## src/hdl/pio_params.svh

```systemverilog
`ifndef PIO_PARAMS_SVH
`define PIO_PARAMS_SVH
// apb register byte offsets
`define PIO_STROBE_OFS 8'h00
`define PIO_ADDR_OFS 8'h04
`define PIO_DATA_OFS 8'h08
`define PIO_CMDSEL_OFS 8'h0c
`define PIO_STATUS_OFS 8'h10
`define PIO_READBACK_OFS 8'h14
`define PIO_LOOP_OFS 8'h18
// strobe register bit positions
`define PIO_STB_MAINT_LOAD 0
`define PIO_STB_END_SEQ 1
`define PIO_STB_THIRD 2
`define PIO_STB_SECOND 3
`define PIO_STB_WRITE_FIRST 6
`define PIO_STB_OVERRIDE 7
`define PIO_STB_READ_FIRST 8
`define PIO_STB_DMA_SET 9
`define PIO_STB_DMA_CLR 10
`define PIO_STB_CLAIM 11
`define PIO_STB_LOOP_CAP 12
// address word fields
`define PIO_MAIN_HI 15
`define PIO_MAIN_LO 10
`define PIO_SUB_HI 9
`define PIO_SUB_LO 6
`define PIO_DEV_HI 5
`define PIO_GLOBAL_CLEAR_ADDR 6'h1f
// reset values
`define PIO_ADDR_RST 16'h0000
`define PIO_DATA_RST 16'h0000
`define PIO_CMD_RST 7'h00
// timing
`define PIO_PCLK_NS 8
`define PIO_CHAN_CLK_NS 599
`define PIO_HALF_CYC (`PIO_CHAN_CLK_NS / (2 * `PIO_PCLK_NS))
`define PIO_BUS_PULSE_NS 150
`define PIO_BUS_PULSE_CYC ((`PIO_BUS_PULSE_NS + `PIO_PCLK_NS - 1) / `PIO_PCLK_NS)
`define PIO_RX_RESET_NS 40
`define PIO_RX_RESET_CYC ((`PIO_RX_RESET_NS + `PIO_PCLK_NS - 1) / `PIO_PCLK_NS)
`endif

```

## src/hdl/pio_pkg.sv

```systemverilog
package pio_pkg;
  // command state register one-hot positions
  typedef enum logic [2:0] {
    PIO_DATA_RECEIVE,
    PIO_SENSE_STATUS,
    PIO_DATA_PRESENT,
    PIO_COMMAND_PRESENT,
    PIO_INITIALISE,
    PIO_INTERRUPT_IDENTIFY,
    PIO_MAINTENANCE
  } pio_cmd_t;
  typedef logic [6:0] pio_cmd_onehot_t;
endpackage

```

## src/hdl/pio_channel.sv

```systemverilog
// Overview of operation
// - first strobe sets enable, loads one-hot command
// - second strobe pulses command flag, sets sent
// - third strobe pulses command again, clears leads
// - command pulse blocked until address sent
// - processor claim: release flag, resend stored command
// - dma set/clear requests drive command flags
// - end-of-sequence strobe clears enable flag
// - channel clock, strobe, inhibit, present lines out
// - several commands under pulse raise fault
// - select plus override rising sets inhibit override
// - address split: main, subchannel, device fields
// - address pulse, sent flag, error sampled trailing
// - end strobe repulses address, clears sent
// - responses captured on channel clock trailing edge
// - global clear decode and power-on preset
// - invalid two-of-five check code flags error
// - info gating only before address pulsed
// - write first strobe pulses info flags
// - maintenance flag selects internal state readout
// - bipolar 150 ns pulses only when selected
// - enable fall gives receiver clear pulse
// - latching receivers and loopback register
// - odd parity per information byte
//
// The APB slave port and the placing of the registers were left to the implementer.
`timescale 1ns/1ps
`default_nettype none
`include "pio_params.svh"
module pio_channel #(
  parameter int INFO_W = 18
) (
  input wire logic pclk,
  input wire logic presetn,
  input wire logic psel,
  input wire logic penable,
  input wire logic pwrite,
  input wire logic [7:0] paddr,
  input wire logic [31:0] pwdata,
  output logic [31:0] prdata,
  output logic pready,
  output logic pslverr,
  output logic chan_clk_out,
  output logic receiver_reset_enable,
  output logic command_lead_strobe,
  output logic command_set_inhibit,
  output pio_pkg::pio_cmd_onehot_t present_cmd,
  output logic main_channel_selected,
  output logic [7:0] subchannel_select_onehot,
  output logic address_drive_strobe,
  output logic command_drive_strobe,
  output logic [5:0] addr_pos,
  output logic [5:0] addr_neg,
  output logic [6:0] cmd_pos,
  output logic [6:0] cmd_neg,
  output logic [INFO_W-1:0] info_pos,
  output logic [INFO_W-1:0] info_neg,
  output logic info_gate_block,
  output logic multi_command_fault,
  output logic receiver_clear_pulse,
  output logic global_clear,
  output logic power_on_preset,
  input wire logic handshake_in_pos,
  input wire logic handshake_in_neg,
  input wire logic device_idle_response,
  input wire logic fault_response_lead,
  input wire logic interrupt_in,
  input wire logic [4:0] check_leads,
  input wire logic [INFO_W-1:0] info_rx_pulse
);
  import pio_pkg::*;
  localparam int SW = 10 + INFO_W;
  localparam int HC = `PIO_HALF_CYC;
  localparam int PC = `PIO_BUS_PULSE_CYC;
  localparam int RC = `PIO_RX_RESET_CYC;

  function automatic logic two_of_five(input logic [4:0] v);
    two_of_five = (3'(v[0]) + 3'(v[1]) + 3'(v[2]) + 3'(v[3]) + 3'(v[4])) == 3'd2;
  endfunction

  function automatic logic [8:0] with_parity(input logic [7:0] b);
    with_parity = {~^b, b};
  endfunction

  // pins from outside: two flops before any use
  logic [SW-1:0] meta_q, sync_q;
  always_ff @(posedge pclk or negedge presetn) begin
    if (!presetn) begin
      meta_q <= '0;
      sync_q <= '0;
    end else begin
      meta_q <= {info_rx_pulse, check_leads, interrupt_in, fault_response_lead,
                 device_idle_response, handshake_in_neg, handshake_in_pos};
      sync_q <= meta_q;
    end
  end
  wire s_hs_pos = sync_q[0];
  wire s_hs_neg = sync_q[1];
  wire s_idle = sync_q[2];
  wire s_fault = sync_q[3];
  wire s_irq = sync_q[4];
  wire [4:0] s_check = sync_q[9:5];
  wire [INFO_W-1:0] s_info = sync_q[SW-1:10];

  // channel clock divider; rise and fall ticks mark the phases
  logic [7:0] div_q;
  logic chan_q;
  always_ff @(posedge pclk or negedge presetn) begin
    if (!presetn) begin
      div_q <= '0;
      chan_q <= 1'b0;
    end else if (div_q == 8'(HC - 1)) begin
      div_q <= '0;
      chan_q <= ~chan_q;
    end else begin
      div_q <= div_q + 8'd1;
    end
  end
  wire half_end = (div_q == 8'(HC - 1));
  wire phase = half_end && !chan_q;
  wire trail = half_end && chan_q;
  assign chan_clk_out = chan_q;

  // power-on preset: one pulse after reset release
  logic por_q, por_done_q;
  always_ff @(posedge pclk or negedge presetn) begin
    if (!presetn) begin
      por_q <= 1'b0;
      por_done_q <= 1'b0;
    end else begin
      por_q <= !por_done_q;
      por_done_q <= 1'b1;
    end
  end
  assign power_on_preset = por_q;

  // apb slave
  logic [15:0] addr_q, data_q;
  logic [2:0] cmdsel_q;
  logic loop_sel_q;
  logic [31:0] prdata_q;
  wire wr = psel && penable && pwrite;
  wire setup = psel && !penable;
  wire hit_stb = paddr == `PIO_STROBE_OFS;
  wire hit_addr = paddr == `PIO_ADDR_OFS;
  wire hit_data = paddr == `PIO_DATA_OFS;
  wire hit_sel = paddr == `PIO_CMDSEL_OFS;
  wire hit_stat = paddr == `PIO_STATUS_OFS;
  wire hit_rb = paddr == `PIO_READBACK_OFS;
  wire hit_loop = paddr == `PIO_LOOP_OFS;
  wire mapped = hit_stb | hit_addr | hit_data | hit_sel | hit_stat | hit_rb | hit_loop;
  wire [15:0] stb = (wr && hit_stb) ? pwdata[15:0] : 16'h0000;
  assign pready = penable;
  assign pslverr = psel && penable && !mapped;
  assign prdata = prdata_q;

  wire s_maint_load = stb[`PIO_STB_MAINT_LOAD];
  wire s_end = stb[`PIO_STB_END_SEQ];
  wire s_third = stb[`PIO_STB_THIRD];
  wire s_second = stb[`PIO_STB_SECOND];
  wire s_wfirst = stb[`PIO_STB_WRITE_FIRST];
  wire s_override = stb[`PIO_STB_OVERRIDE];
  wire s_first = stb[`PIO_STB_READ_FIRST] | s_wfirst;
  wire s_dma_set = stb[`PIO_STB_DMA_SET];
  wire s_dma_clr = stb[`PIO_STB_DMA_CLR];
  wire s_claim = stb[`PIO_STB_CLAIM];
  wire s_loop_cap = stb[`PIO_STB_LOOP_CAP];

  always_ff @(posedge pclk or negedge presetn) begin
    if (!presetn) begin
      addr_q <= `PIO_ADDR_RST;
      data_q <= `PIO_DATA_RST;
      cmdsel_q <= '0;
      loop_sel_q <= 1'b0;
    end else if (wr) begin
      if (hit_addr) addr_q <= pwdata[15:0];
      if (hit_data) data_q <= pwdata[15:0];
      if (hit_sel) cmdsel_q <= pwdata[2:0];
      if (hit_loop) loop_sel_q <= pwdata[0];
    end
  end

  // address fields
  wire [5:0] main_field = addr_q[`PIO_MAIN_HI:`PIO_MAIN_LO];
  wire [3:0] sub_field = addr_q[`PIO_SUB_HI:`PIO_SUB_LO];
  wire [5:0] dev_addr = addr_q[`PIO_DEV_HI:0];
  assign main_channel_selected = main_field != 6'h00;
  assign subchannel_select_onehot = sub_field[3] ? 8'h00 : 8'(1) << sub_field[2:0];
  assign global_clear = s_maint_load && main_field == `PIO_GLOBAL_CLEAR_ADDR;
  wire flush = global_clear || por_q;

  // flags
  logic enable_q, arm_addr_q, addr_pulse_q, addr_sent_q, addr_second_q;
  logic arm_cmd_q, cmd_pulse_q, cmd_sent_q, cmd_zero_q, dma_release_q;
  logic arm_info_q, info_pulse_q, info_sent_q, maint_q, override_q, error_q;
  logic done_q, ovr_prev_q, sent_clr_q;
  pio_cmd_onehot_t cmd_q;
  wire mcf = cmd_pulse_q && !$onehot0(cmd_q);
  assign multi_command_fault = mcf;
  wire chk_bad = addr_sent_q && !two_of_five(s_check);
  wire addr_go = arm_addr_q && phase;
  wire cmd_go = arm_cmd_q && addr_sent_q && phase;
  wire ovr_rise = s_override && !ovr_prev_q;

  always_ff @(posedge pclk or negedge presetn) begin
    if (!presetn) begin
      enable_q <= 1'b0;
      cmd_q <= `PIO_CMD_RST;
      arm_addr_q <= 1'b0;
      addr_pulse_q <= 1'b0;
      addr_sent_q <= 1'b0;
      addr_second_q <= 1'b0;
      arm_cmd_q <= 1'b0;
      cmd_pulse_q <= 1'b0;
      cmd_sent_q <= 1'b0;
      cmd_zero_q <= 1'b0;
      dma_release_q <= 1'b0;
      arm_info_q <= 1'b0;
      info_pulse_q <= 1'b0;
      info_sent_q <= 1'b0;
      maint_q <= 1'b0;
      override_q <= 1'b0;
      error_q <= 1'b0;
      done_q <= 1'b0;
      ovr_prev_q <= 1'b0;
      sent_clr_q <= 1'b0;
    end else if (flush) begin
      enable_q <= 1'b0;
      cmd_q <= `PIO_CMD_RST;
      arm_addr_q <= 1'b0;
      addr_pulse_q <= 1'b0;
      addr_sent_q <= 1'b0;
      addr_second_q <= 1'b0;
      arm_cmd_q <= 1'b0;
      cmd_pulse_q <= 1'b0;
      cmd_sent_q <= 1'b0;
      cmd_zero_q <= 1'b0;
      dma_release_q <= 1'b0;
      arm_info_q <= 1'b0;
      info_pulse_q <= 1'b0;
      info_sent_q <= 1'b0;
      maint_q <= 1'b0;
      override_q <= 1'b0;
      error_q <= 1'b0;
      done_q <= 1'b0;
      ovr_prev_q <= s_override;
      sent_clr_q <= 1'b0;
    end else begin
      ovr_prev_q <= s_override;
      done_q <= 1'b0;
      if (s_first) begin
        enable_q <= 1'b1;
        cmd_q <= 7'(1) << cmdsel_q;
        arm_addr_q <= 1'b1;
      end
      if (s_wfirst) arm_info_q <= 1'b1;
      if (s_end) begin
        enable_q <= 1'b0;
        // end of sequence drops the command sent flag and the command arm; cmd_q and dma_release_q are kept
        cmd_sent_q <= 1'b0;
        arm_cmd_q <= 1'b0;
        arm_addr_q <= 1'b1;
        addr_second_q <= 1'b1;
      end
      if (s_maint_load) begin
        maint_q <= 1'b1;
        cmd_q <= data_q[6:0];
      end else if (s_end || s_override) begin
        maint_q <= 1'b0;
      end
      if (ovr_rise && main_channel_selected) override_q <= 1'b1;
      if (s_second || s_dma_set) begin
        arm_cmd_q <= 1'b1;
        cmd_zero_q <= 1'b0;
        sent_clr_q <= 1'b0;
      end
      if (s_third || s_dma_clr) begin
        arm_cmd_q <= 1'b1;
        cmd_zero_q <= 1'b1;
        // third strobe zeroes the leads but still records sent; only dma clear drops it
        sent_clr_q <= !s_third;
      end
      if (s_claim) begin
        dma_release_q <= 1'b1;
        arm_cmd_q <= 1'b1;
        cmd_zero_q <= 1'b0;
        sent_clr_q <= 1'b0;
      end
      // address pulse: set on one phase, cleared on the next
      if (addr_go) begin
        addr_pulse_q <= 1'b1;
        arm_addr_q <= 1'b0;
        if (!addr_second_q) addr_sent_q <= 1'b1;
        if (addr_second_q) info_pulse_q <= 1'b1;
      end else if (addr_pulse_q && phase) begin
        addr_pulse_q <= 1'b0;
        error_q <= mcf || chk_bad || s_fault;
        if (addr_second_q) begin
          addr_sent_q <= 1'b0;
          addr_second_q <= 1'b0;
          done_q <= 1'b1;
        end
      end
      if (cmd_go) begin
        cmd_pulse_q <= 1'b1;
        arm_cmd_q <= 1'b0;
      end else if (cmd_pulse_q && phase) begin
        cmd_pulse_q <= 1'b0;
        cmd_sent_q <= !sent_clr_q;
        if (!cmd_zero_q) dma_release_q <= 1'b0;
      end
      // info pulse rides on the first address pulse of a write
      if (arm_info_q && phase && !addr_second_q) begin
        info_pulse_q <= 1'b1;
        info_sent_q <= 1'b1;
        arm_info_q <= 1'b0;
      end else if (info_pulse_q && phase && !addr_go) begin
        info_pulse_q <= 1'b0;
      end
      if (done_q) info_sent_q <= 1'b0;
    end
  end

  // handshake lines take effect on the trailing edge only
  logic sync_resp_q, idle_q, fault_q;
  always_ff @(posedge pclk or negedge presetn) begin
    if (!presetn) begin
      sync_resp_q <= 1'b0;
      idle_q <= 1'b0;
      fault_q <= 1'b0;
    end else if (trail) begin
      if (s_hs_pos) sync_resp_q <= 1'b1;
      else if (s_hs_neg) sync_resp_q <= 1'b0;
      idle_q <= s_idle;
      fault_q <= s_fault;
    end
  end

  // bus pulse timers; 150 ns windows per lead group
  logic [7:0] at_q, ct_q, it_q;
  logic [5:0] adr_tx_q;
  logic [6:0] cmd_tx_q;
  logic [INFO_W-1:0] inf_tx_q;
  wire [17:0] inf_word = {with_parity(data_q[15:8]), with_parity(data_q[7:0])};
  always_ff @(posedge pclk or negedge presetn) begin
    if (!presetn) begin
      at_q <= '0;
      ct_q <= '0;
      it_q <= '0;
      adr_tx_q <= '0;
      cmd_tx_q <= '0;
      inf_tx_q <= '0;
    end else begin
      if (addr_go) begin
        at_q <= 8'(PC);
        adr_tx_q <= addr_second_q ? 6'h00 : dev_addr;
      end else if (at_q != 8'h00) begin
        at_q <= at_q - 8'd1;
      end
      if (cmd_go) begin
        ct_q <= 8'(PC);
        cmd_tx_q <= cmd_zero_q ? 7'h00 : cmd_q;
      end else if (ct_q != 8'h00) begin
        ct_q <= ct_q - 8'd1;
      end
      if (arm_info_q && phase && !info_gate_block) begin
        it_q <= 8'(PC);
        inf_tx_q <= INFO_W'(inf_word);
      end else if (addr_go && addr_second_q) begin
        it_q <= 8'(PC);
        inf_tx_q <= '0;
      end else if (it_q != 8'h00) begin
        it_q <= it_q - 8'd1;
      end
    end
  end
  wire sub_ok = main_channel_selected && !sub_field[3];
  assign address_drive_strobe = (at_q != 8'h00) && sub_ok;
  assign command_drive_strobe = (ct_q != 8'h00) && sub_ok;
  assign command_lead_strobe = ct_q != 8'h00;
  wire info_drive = (it_q != 8'h00) && sub_ok;
  assign addr_pos = address_drive_strobe ? adr_tx_q : 6'h00;
  assign addr_neg = address_drive_strobe ? ~adr_tx_q : 6'h00;
  assign cmd_pos = command_drive_strobe ? cmd_tx_q : 7'h00;
  assign cmd_neg = command_drive_strobe ? ~cmd_tx_q : 7'h00;
  assign info_pos = info_drive ? inf_tx_q : '0;
  assign info_neg = info_drive ? ~inf_tx_q : '0;
  assign info_gate_block = addr_sent_q;
  assign command_set_inhibit = !cmd_pulse_q;
  assign present_cmd = cmd_q;
  assign receiver_reset_enable = enable_q;

  // receiver clear on enable fall; interrupt receiver
  logic en_prev_q, irq_q, init_prev_q, ack_prev_q;
  logic [7:0] rc_q;
  logic [INFO_W-1:0] rx_q, loop_q;
  wire init_l = cmd_q[PIO_INITIALISE];
  wire ack_l = cmd_q[PIO_INTERRUPT_IDENTIFY];
  always_ff @(posedge pclk or negedge presetn) begin
    if (!presetn) begin
      en_prev_q <= 1'b0;
      rc_q <= '0;
      irq_q <= 1'b0;
      init_prev_q <= 1'b0;
      ack_prev_q <= 1'b0;
      rx_q <= '0;
      loop_q <= '0;
    end else begin
      en_prev_q <= enable_q;
      init_prev_q <= init_l;
      ack_prev_q <= ack_l;
      if (en_prev_q && !enable_q) rc_q <= 8'(RC);
      else if (rc_q != 8'h00) rc_q <= rc_q - 8'd1;
      if (s_irq) irq_q <= 1'b1;
      else if ((init_prev_q && !init_l) || (ack_prev_q && !ack_l)) irq_q <= 1'b0;
      if (rc_q != 8'h00) rx_q <= '0;
      else rx_q <= rx_q | s_info;
      if (s_loop_cap) loop_q <= inf_tx_q;
    end
  end
  assign receiver_clear_pulse = rc_q != 8'h00;
  wire [INFO_W-1:0] rx_view = loop_sel_q ? loop_q : rx_q;

  // status and readback words
  wire [31:0] status_w = {14'h0000, irq_q, fault_q, idle_q, sync_resp_q, error_q,
    chk_bad, mcf, override_q, maint_q, info_sent_q, info_pulse_q, dma_release_q,
    cmd_sent_q, cmd_pulse_q, addr_sent_q, addr_pulse_q, enable_q, 1'b0};
  wire [31:0] state_w = {9'h000, cmd_q, status_w[17:2]};
  wire [31:0] rb_w = maint_q ? state_w : 32'(rx_view);
  wire [31:0] rd_mux = hit_addr ? {16'h0000, addr_q} :
                       hit_data ? {16'h0000, data_q} :
                       hit_sel ? {29'h0, cmdsel_q} :
                       hit_stat ? status_w :
                       hit_rb ? rb_w :
                       hit_loop ? {31'h0, loop_sel_q} : 32'h00000000;
  always_ff @(posedge pclk or negedge presetn) begin
    if (!presetn) prdata_q <= '0;
    else if (setup && !pwrite) prdata_q <= rd_mux;
  end
endmodule
`default_nettype wire

```

## config.mk

```make
export PLATFORM = sky130hd
export DESIGN_NAME = pio_channel
export DESIGN_NICKNAME = d
export VERILOG_FILES = /design/src/hdl/pio_pkg.sv /design/src/hdl/pio_channel.sv
export VERILOG_INCLUDE_DIRS = /design/src /design/src/hdl
export SDC_FILE = /design/constraint.sdc
export NUM_CORES = 1
export LEC_CHECK = 0
export ABC_AREA = 1
export ABC_CLOCK_PERIOD_IN_PS = 6600
export BUFFER_PORTS_ARGS = -buffer_cell sky130_fd_sc_hd__buf_2
export CORE_ASPECT_RATIO = 0.8
export CORE_MARGIN = 2
export CORE_UTILIZATION = 55
export DETAILED_ROUTE_END_ITERATION = 12
export PLACE_DENSITY = 0.78
export SETUP_SLACK_MARGIN = 0.15
export SLEW_MARGIN = 20
export SYNTH_ARGS = -nofsm -noshare
export SYNTH_HDL_FRONTEND = slang
export SYNTH_SLANG_ARGS = --single-unit
```

## constraint.sdc

```tcl
create_clock -name pclk -period 6.6 [get_ports pclk]
set_clock_uncertainty 0.15 [all_clocks]
set_input_delay 0.99 -clock pclk [delete_from_list [all_inputs] [get_ports pclk]]
set_output_delay 0.99 -clock pclk [all_outputs]
set_load 0.005 [all_outputs]
```

[Yosys cells after proc, flatten, opt, wreduce, memory -nomap -nowiden]
Index checks and enable logic that the tools add are counted.
Storage, ports and cells
  logic and storage cells: 287
  RAM bits: 0
  bits in latches: 0
  bits in read-only memories: 0
  register bits after elaboration: 267
  memories kept: 0
Operators by class
  div/mod/pow operators: 0
  bitwise operators: 12
  $lt $le $gt $ge: 1
  reduce and logical (&&, ||, !) cells: 94
  add/subtract/negate cells: 15
  equal/unequal tests: 11
  $mul: 0
  shifts and indexed selects: 2
  multiplexer cells: 105
Operators with widths (count)
  $mux W23: 6
  $mux W18: 6
  $mux W8: 11
  $mux W1: 72
  $mux W7: 6
  $reduce_bool A8 Y1: 4
  $sub A8 B1 Y8 const B: 4
  $logic_and A1 B1 Y1: 31
  $reduce_bool A3 Y1: 9
  $eq A8 B5 Y1 const B: 3
  $logic_not A1 Y1: 18
  $mux W6: 3
  $not A18 Y18: 1
  $or A18 B18 Y18: 1
  $eq A8 B4 Y1 const B: 2
  $reduce_bool A2 Y1: 8
  $reduce_bool A4 Y1: 4
  $reduce_xnor A8 Y1: 2
  $reduce_and A2 Y1: 7
  $mux W13: 1
  $reduce_bool A6 Y1: 2
  $add A1 B1 Y2: 4
  $add A8 B1 Y8 const B: 1
  $eq A8 B3 Y1 const B: 1
  19 further kinds: 33

[Depth between registers and ports, before layout]
  word-level depth: 13
  depth in mapped cells: 12
  depth with buffers taken out: 12

[Worst setup path before layout]
Ideal clock, no wire load.
  path kind: reg2out
  from: register cmd_q[0], in the netlist present_cmd[0]
  to: output multi_command_fault
  arrival: 2548 ps
  slack: 2912 ps
  required time: 5460 ps
  cell stages (with the launch flop): 9
  buffers on the path: 0
  cell sequence: dfrtp_1 inv_1 fa_1 fa_1 inv_1 fa_1 fa_1 o21ai_0 inv_1
Between the ends
  word-level cells in the longest chain between the ends: 6
Ends and longest elaborated chain
  start: declaration: line pio_channel.sv:197  | pio_cmd_onehot_t cmd_q;
  start signal: assignment: line pio_channel.sv:208  | cmd_q <= `PIO_CMD_RST;
  start signal: assignment: line pio_channel.sv:229  | cmd_q <= `PIO_CMD_RST;
  start signal: assignment: line pio_channel.sv:253  | cmd_q <= 7'(1) << cmdsel_q;
  $add A1 B1 Y2 (implied by the code): line pio_channel.sv:198  | wire mcf = cmd_pulse_q && !$onehot0(cmd_q);
  $add A2 B2 Y3 (implied by the code): line pio_channel.sv:198
  $add A3 B3 Y3 (implied by the code): line pio_channel.sv:198
  $le A3 B1 Y1 (implied by the code): line pio_channel.sv:198
  $logic_not A1 Y1: line pio_channel.sv:198
  $logic_and A1 B1 Y1: line pio_channel.sv:198
  end: declaration: line pio_channel.sv:59  | output logic multi_command_fault,
No other way between the ends.

[Worst setup path in the final report]
Ends and elaborated chain as after synthesis.

==> out/results.ini <==
[critical_path]
crit_start=present_cmd[0]
path_max_fanout=5
r2r_start=present_cmd[0]
crit_type=reg2out
start_kind=register
arrival_ns=3.49
end_kind=output pin
crit_required_ns=5.46

[placed_design]
gp_congestion=1.04
place_ws_ns=2.51
placed_cells=1819
io_buffers=170
hpwl_um=22800

[run]
max_cap_viol_count=0

[run_status]
status=completed

[clocking]
cts_resized=0
clock-sinks=258
ctsHoldBuffers=0
insertion_delay_ns=0.53
cts_inserted_buffers=25
cts_setup_buffers=0
cts-root-buf=clkbuf_16
h-tree-depth=1
clkTransAtPathRegs_ns=0.06
cts_tree=built
cts_buffer_depth=3

[sta]
setup_tns_ns=0
hold_viol_final=0
worst_slew_pin_slew_ns=0.962
whs_ns=0.198
setup_violations=0
max_slew_margin=0.357
max_freq_ghz=0.216
min_period_ns=4.63
layout_setup_ws_ns=1.97
slew_viol_final=0
rsz0062_at_grt=false
fin_crit_sh=0.701

[synthesis]
synthCells=1421
postSynthAreaPerCell_um2=8.30
yosysMostFrequentCell=nand2_1
synth_common_cells=nand2_1 (358), dfrtp_1 (258), nor2_1 (198), inv_1 (183), o21ai_0 (92)
synth_adder_area_share=0.0208
synth_area_leaders=dfrtp_1 (55%), nand2_1 (11%), nor2_1 (6.3%)
synth_top_cell_area_share=0.548
synth_top_family_by_area=simple AND/OR/NAND/NOR gates
ys_seq_elements=258
synthMuxAreaShare=0
synth_top_cell_by_area=dfrtp_1
synth_simple_gate_area_frac=0.250
synth_cell_type_count=39
synth_flop_cell=dfrtp_1
synth_xor_area_frac=0.0171
synth_edf_count=0
ys_warn_count=0
synth_area_mm2=0.0118
synth-seq-area-share=0.548
async_reset_ff_frac=1.00
synth_compound_gate_area_share=0.0795

[routing]
drc_errors=0
wirelength_um=30800
route.vias.total=9874
drtAntennaViolNets=0
first_pass_iters=5
drt_iter0_drc=1054
via_per_inst=5.30
wl_per_cell_um=16.5

[grt]
gr-total-overflow=0
grt_use_total=0.275
first_global_vias=9153
grt_start_max_net_pins=119
grt_pass1_wl_um=48400
antenna_found_initial=1

[die]
die_height_um=135
io_pins=196
die_width_um=168
die_area_mm2=0.0226
core_area_mm2=0.0209
initial_utilization=0.565
rows=47

[min_path]
hp-start=meta_q[1]
hp-class=reg2reg

[pwr]
cellPowerDensity_mw_per_mm2=266
finalPower_w=0.00363
peakVddDrop_mv=0.241
p_leak_nw=7.19

[cells_and_area]
seq_area_mm2=0.00646
final_cells=1863
num-fill-cells=1762
antennaDiodeCount=0
drive_above_1_share=0.150
fin_nets=1666
area_growth_syn_to_layout_pct=15.5
multi_input_area_mm2=0.00437

==> layout make-up <==
class	instances	area share
Clock buffer	37	0.0529
Clock inverter	7	0.00855
Inverter	190	0.0524
Multi-Input combinational cell	928	0.321
Sequential cell	258	0.474
Tap cell	269	0.0247
Timing Repair Buffer	174	0.0664
==> metrics by stage <==
stage	util	instance area, µm²
floorplan	-	11800
global placement	0.612	12800
detailed placement	0.612	12800
CTS	0.652	13600
global route	0.652	13600
finish	0.652	13600
==> cell usage in the layout, fill, tap and decap left out, drive strengths merged, types with 2 or more instances in the layout <==
cell type    n
a21oi       38
buf        174
bufinv       3
clkbuf      37
clkinv       3
conb        10
dfrtp      258
fa           6
ha          10
inv        190
nand2      364
nand3       88
nand4       22
nor2       208
nor3        15
nor3b        2
nor4         3
o211ai      13
o21ai      103
o22ai       15
xnor2       10
xor2        13
==> critical path: stages, from the launching register on <==
cell	delay (ns)
dfrtp_1	0.42
inv_1	0.08
fa_1	0.49
fa_1	0.49
inv_1	0.05
fa_1	0.37
fa_1	0.42
o21ai_0	0.33
inv_1	0.14
buf_2	0.17
==> power breakdown <==
group / switching, W / leakage [nW] / internal [W]
clock network: 0.000592 / 0.407 / 0.000871
logic: 0.000259 / 3.39 / 0.000151
registers: 0.0000698 / 3.40 / 0.00168
==> path summary, 6_finish.rpt <==
| path | to | slack [ns] | depth (start not counted) |
|---|---|---|---|
| max in group asynchronous | sync_q[8] | 4.79 | 2 |
| hold reg to reg | sync_q[1] | 0.20 | 0 |
| setup reg to reg | prdata[11] | 3.01 | 12 |
| min in group asynchronous | sync_q[22] | 0.38 | 1 |
| setup / recovery | multi_command_fault | 1.97 | 9 |
| hold / removal | sync_q[1] | 0.20 | 0 |
==> cells by family (layout without fill, tap and decap cells) <==
kind of cell             after synthesis  after routing
AND/OR/NAND/NOR                      705            705
flip-flops                           258            258
buffers and inverters                243            408
AO/OA/AOI/OAI                        174            174
XOR/XNOR                              23             23
adder cells (fa/ha/maj)               16             16
other                                  2             10
==> routing by layer <==
metal  global-route usage  vias to the layer above  part of all wire
met3               0.0642                       62             0.084
met4               0.0792                        2             0.027
li1                     -                     4748                 -
met1                0.391                     4685              0.44
met2                0.428                      377              0.45
met5                    0                        -           0.00042
==> sequential cells by signal, indices dropped and copies added, names as in the netlist, 8 cells and up <==
name and flops:
sync_q 28, div_q 8, inf_tx_q 18, ct_q 8, meta_q 28, rx_q 18, prdata 23, at_q 8
loop_q 18, data_q 16, rc_q 8, addr_q 16, it_q 8
(Power assumes the default switching activity.)
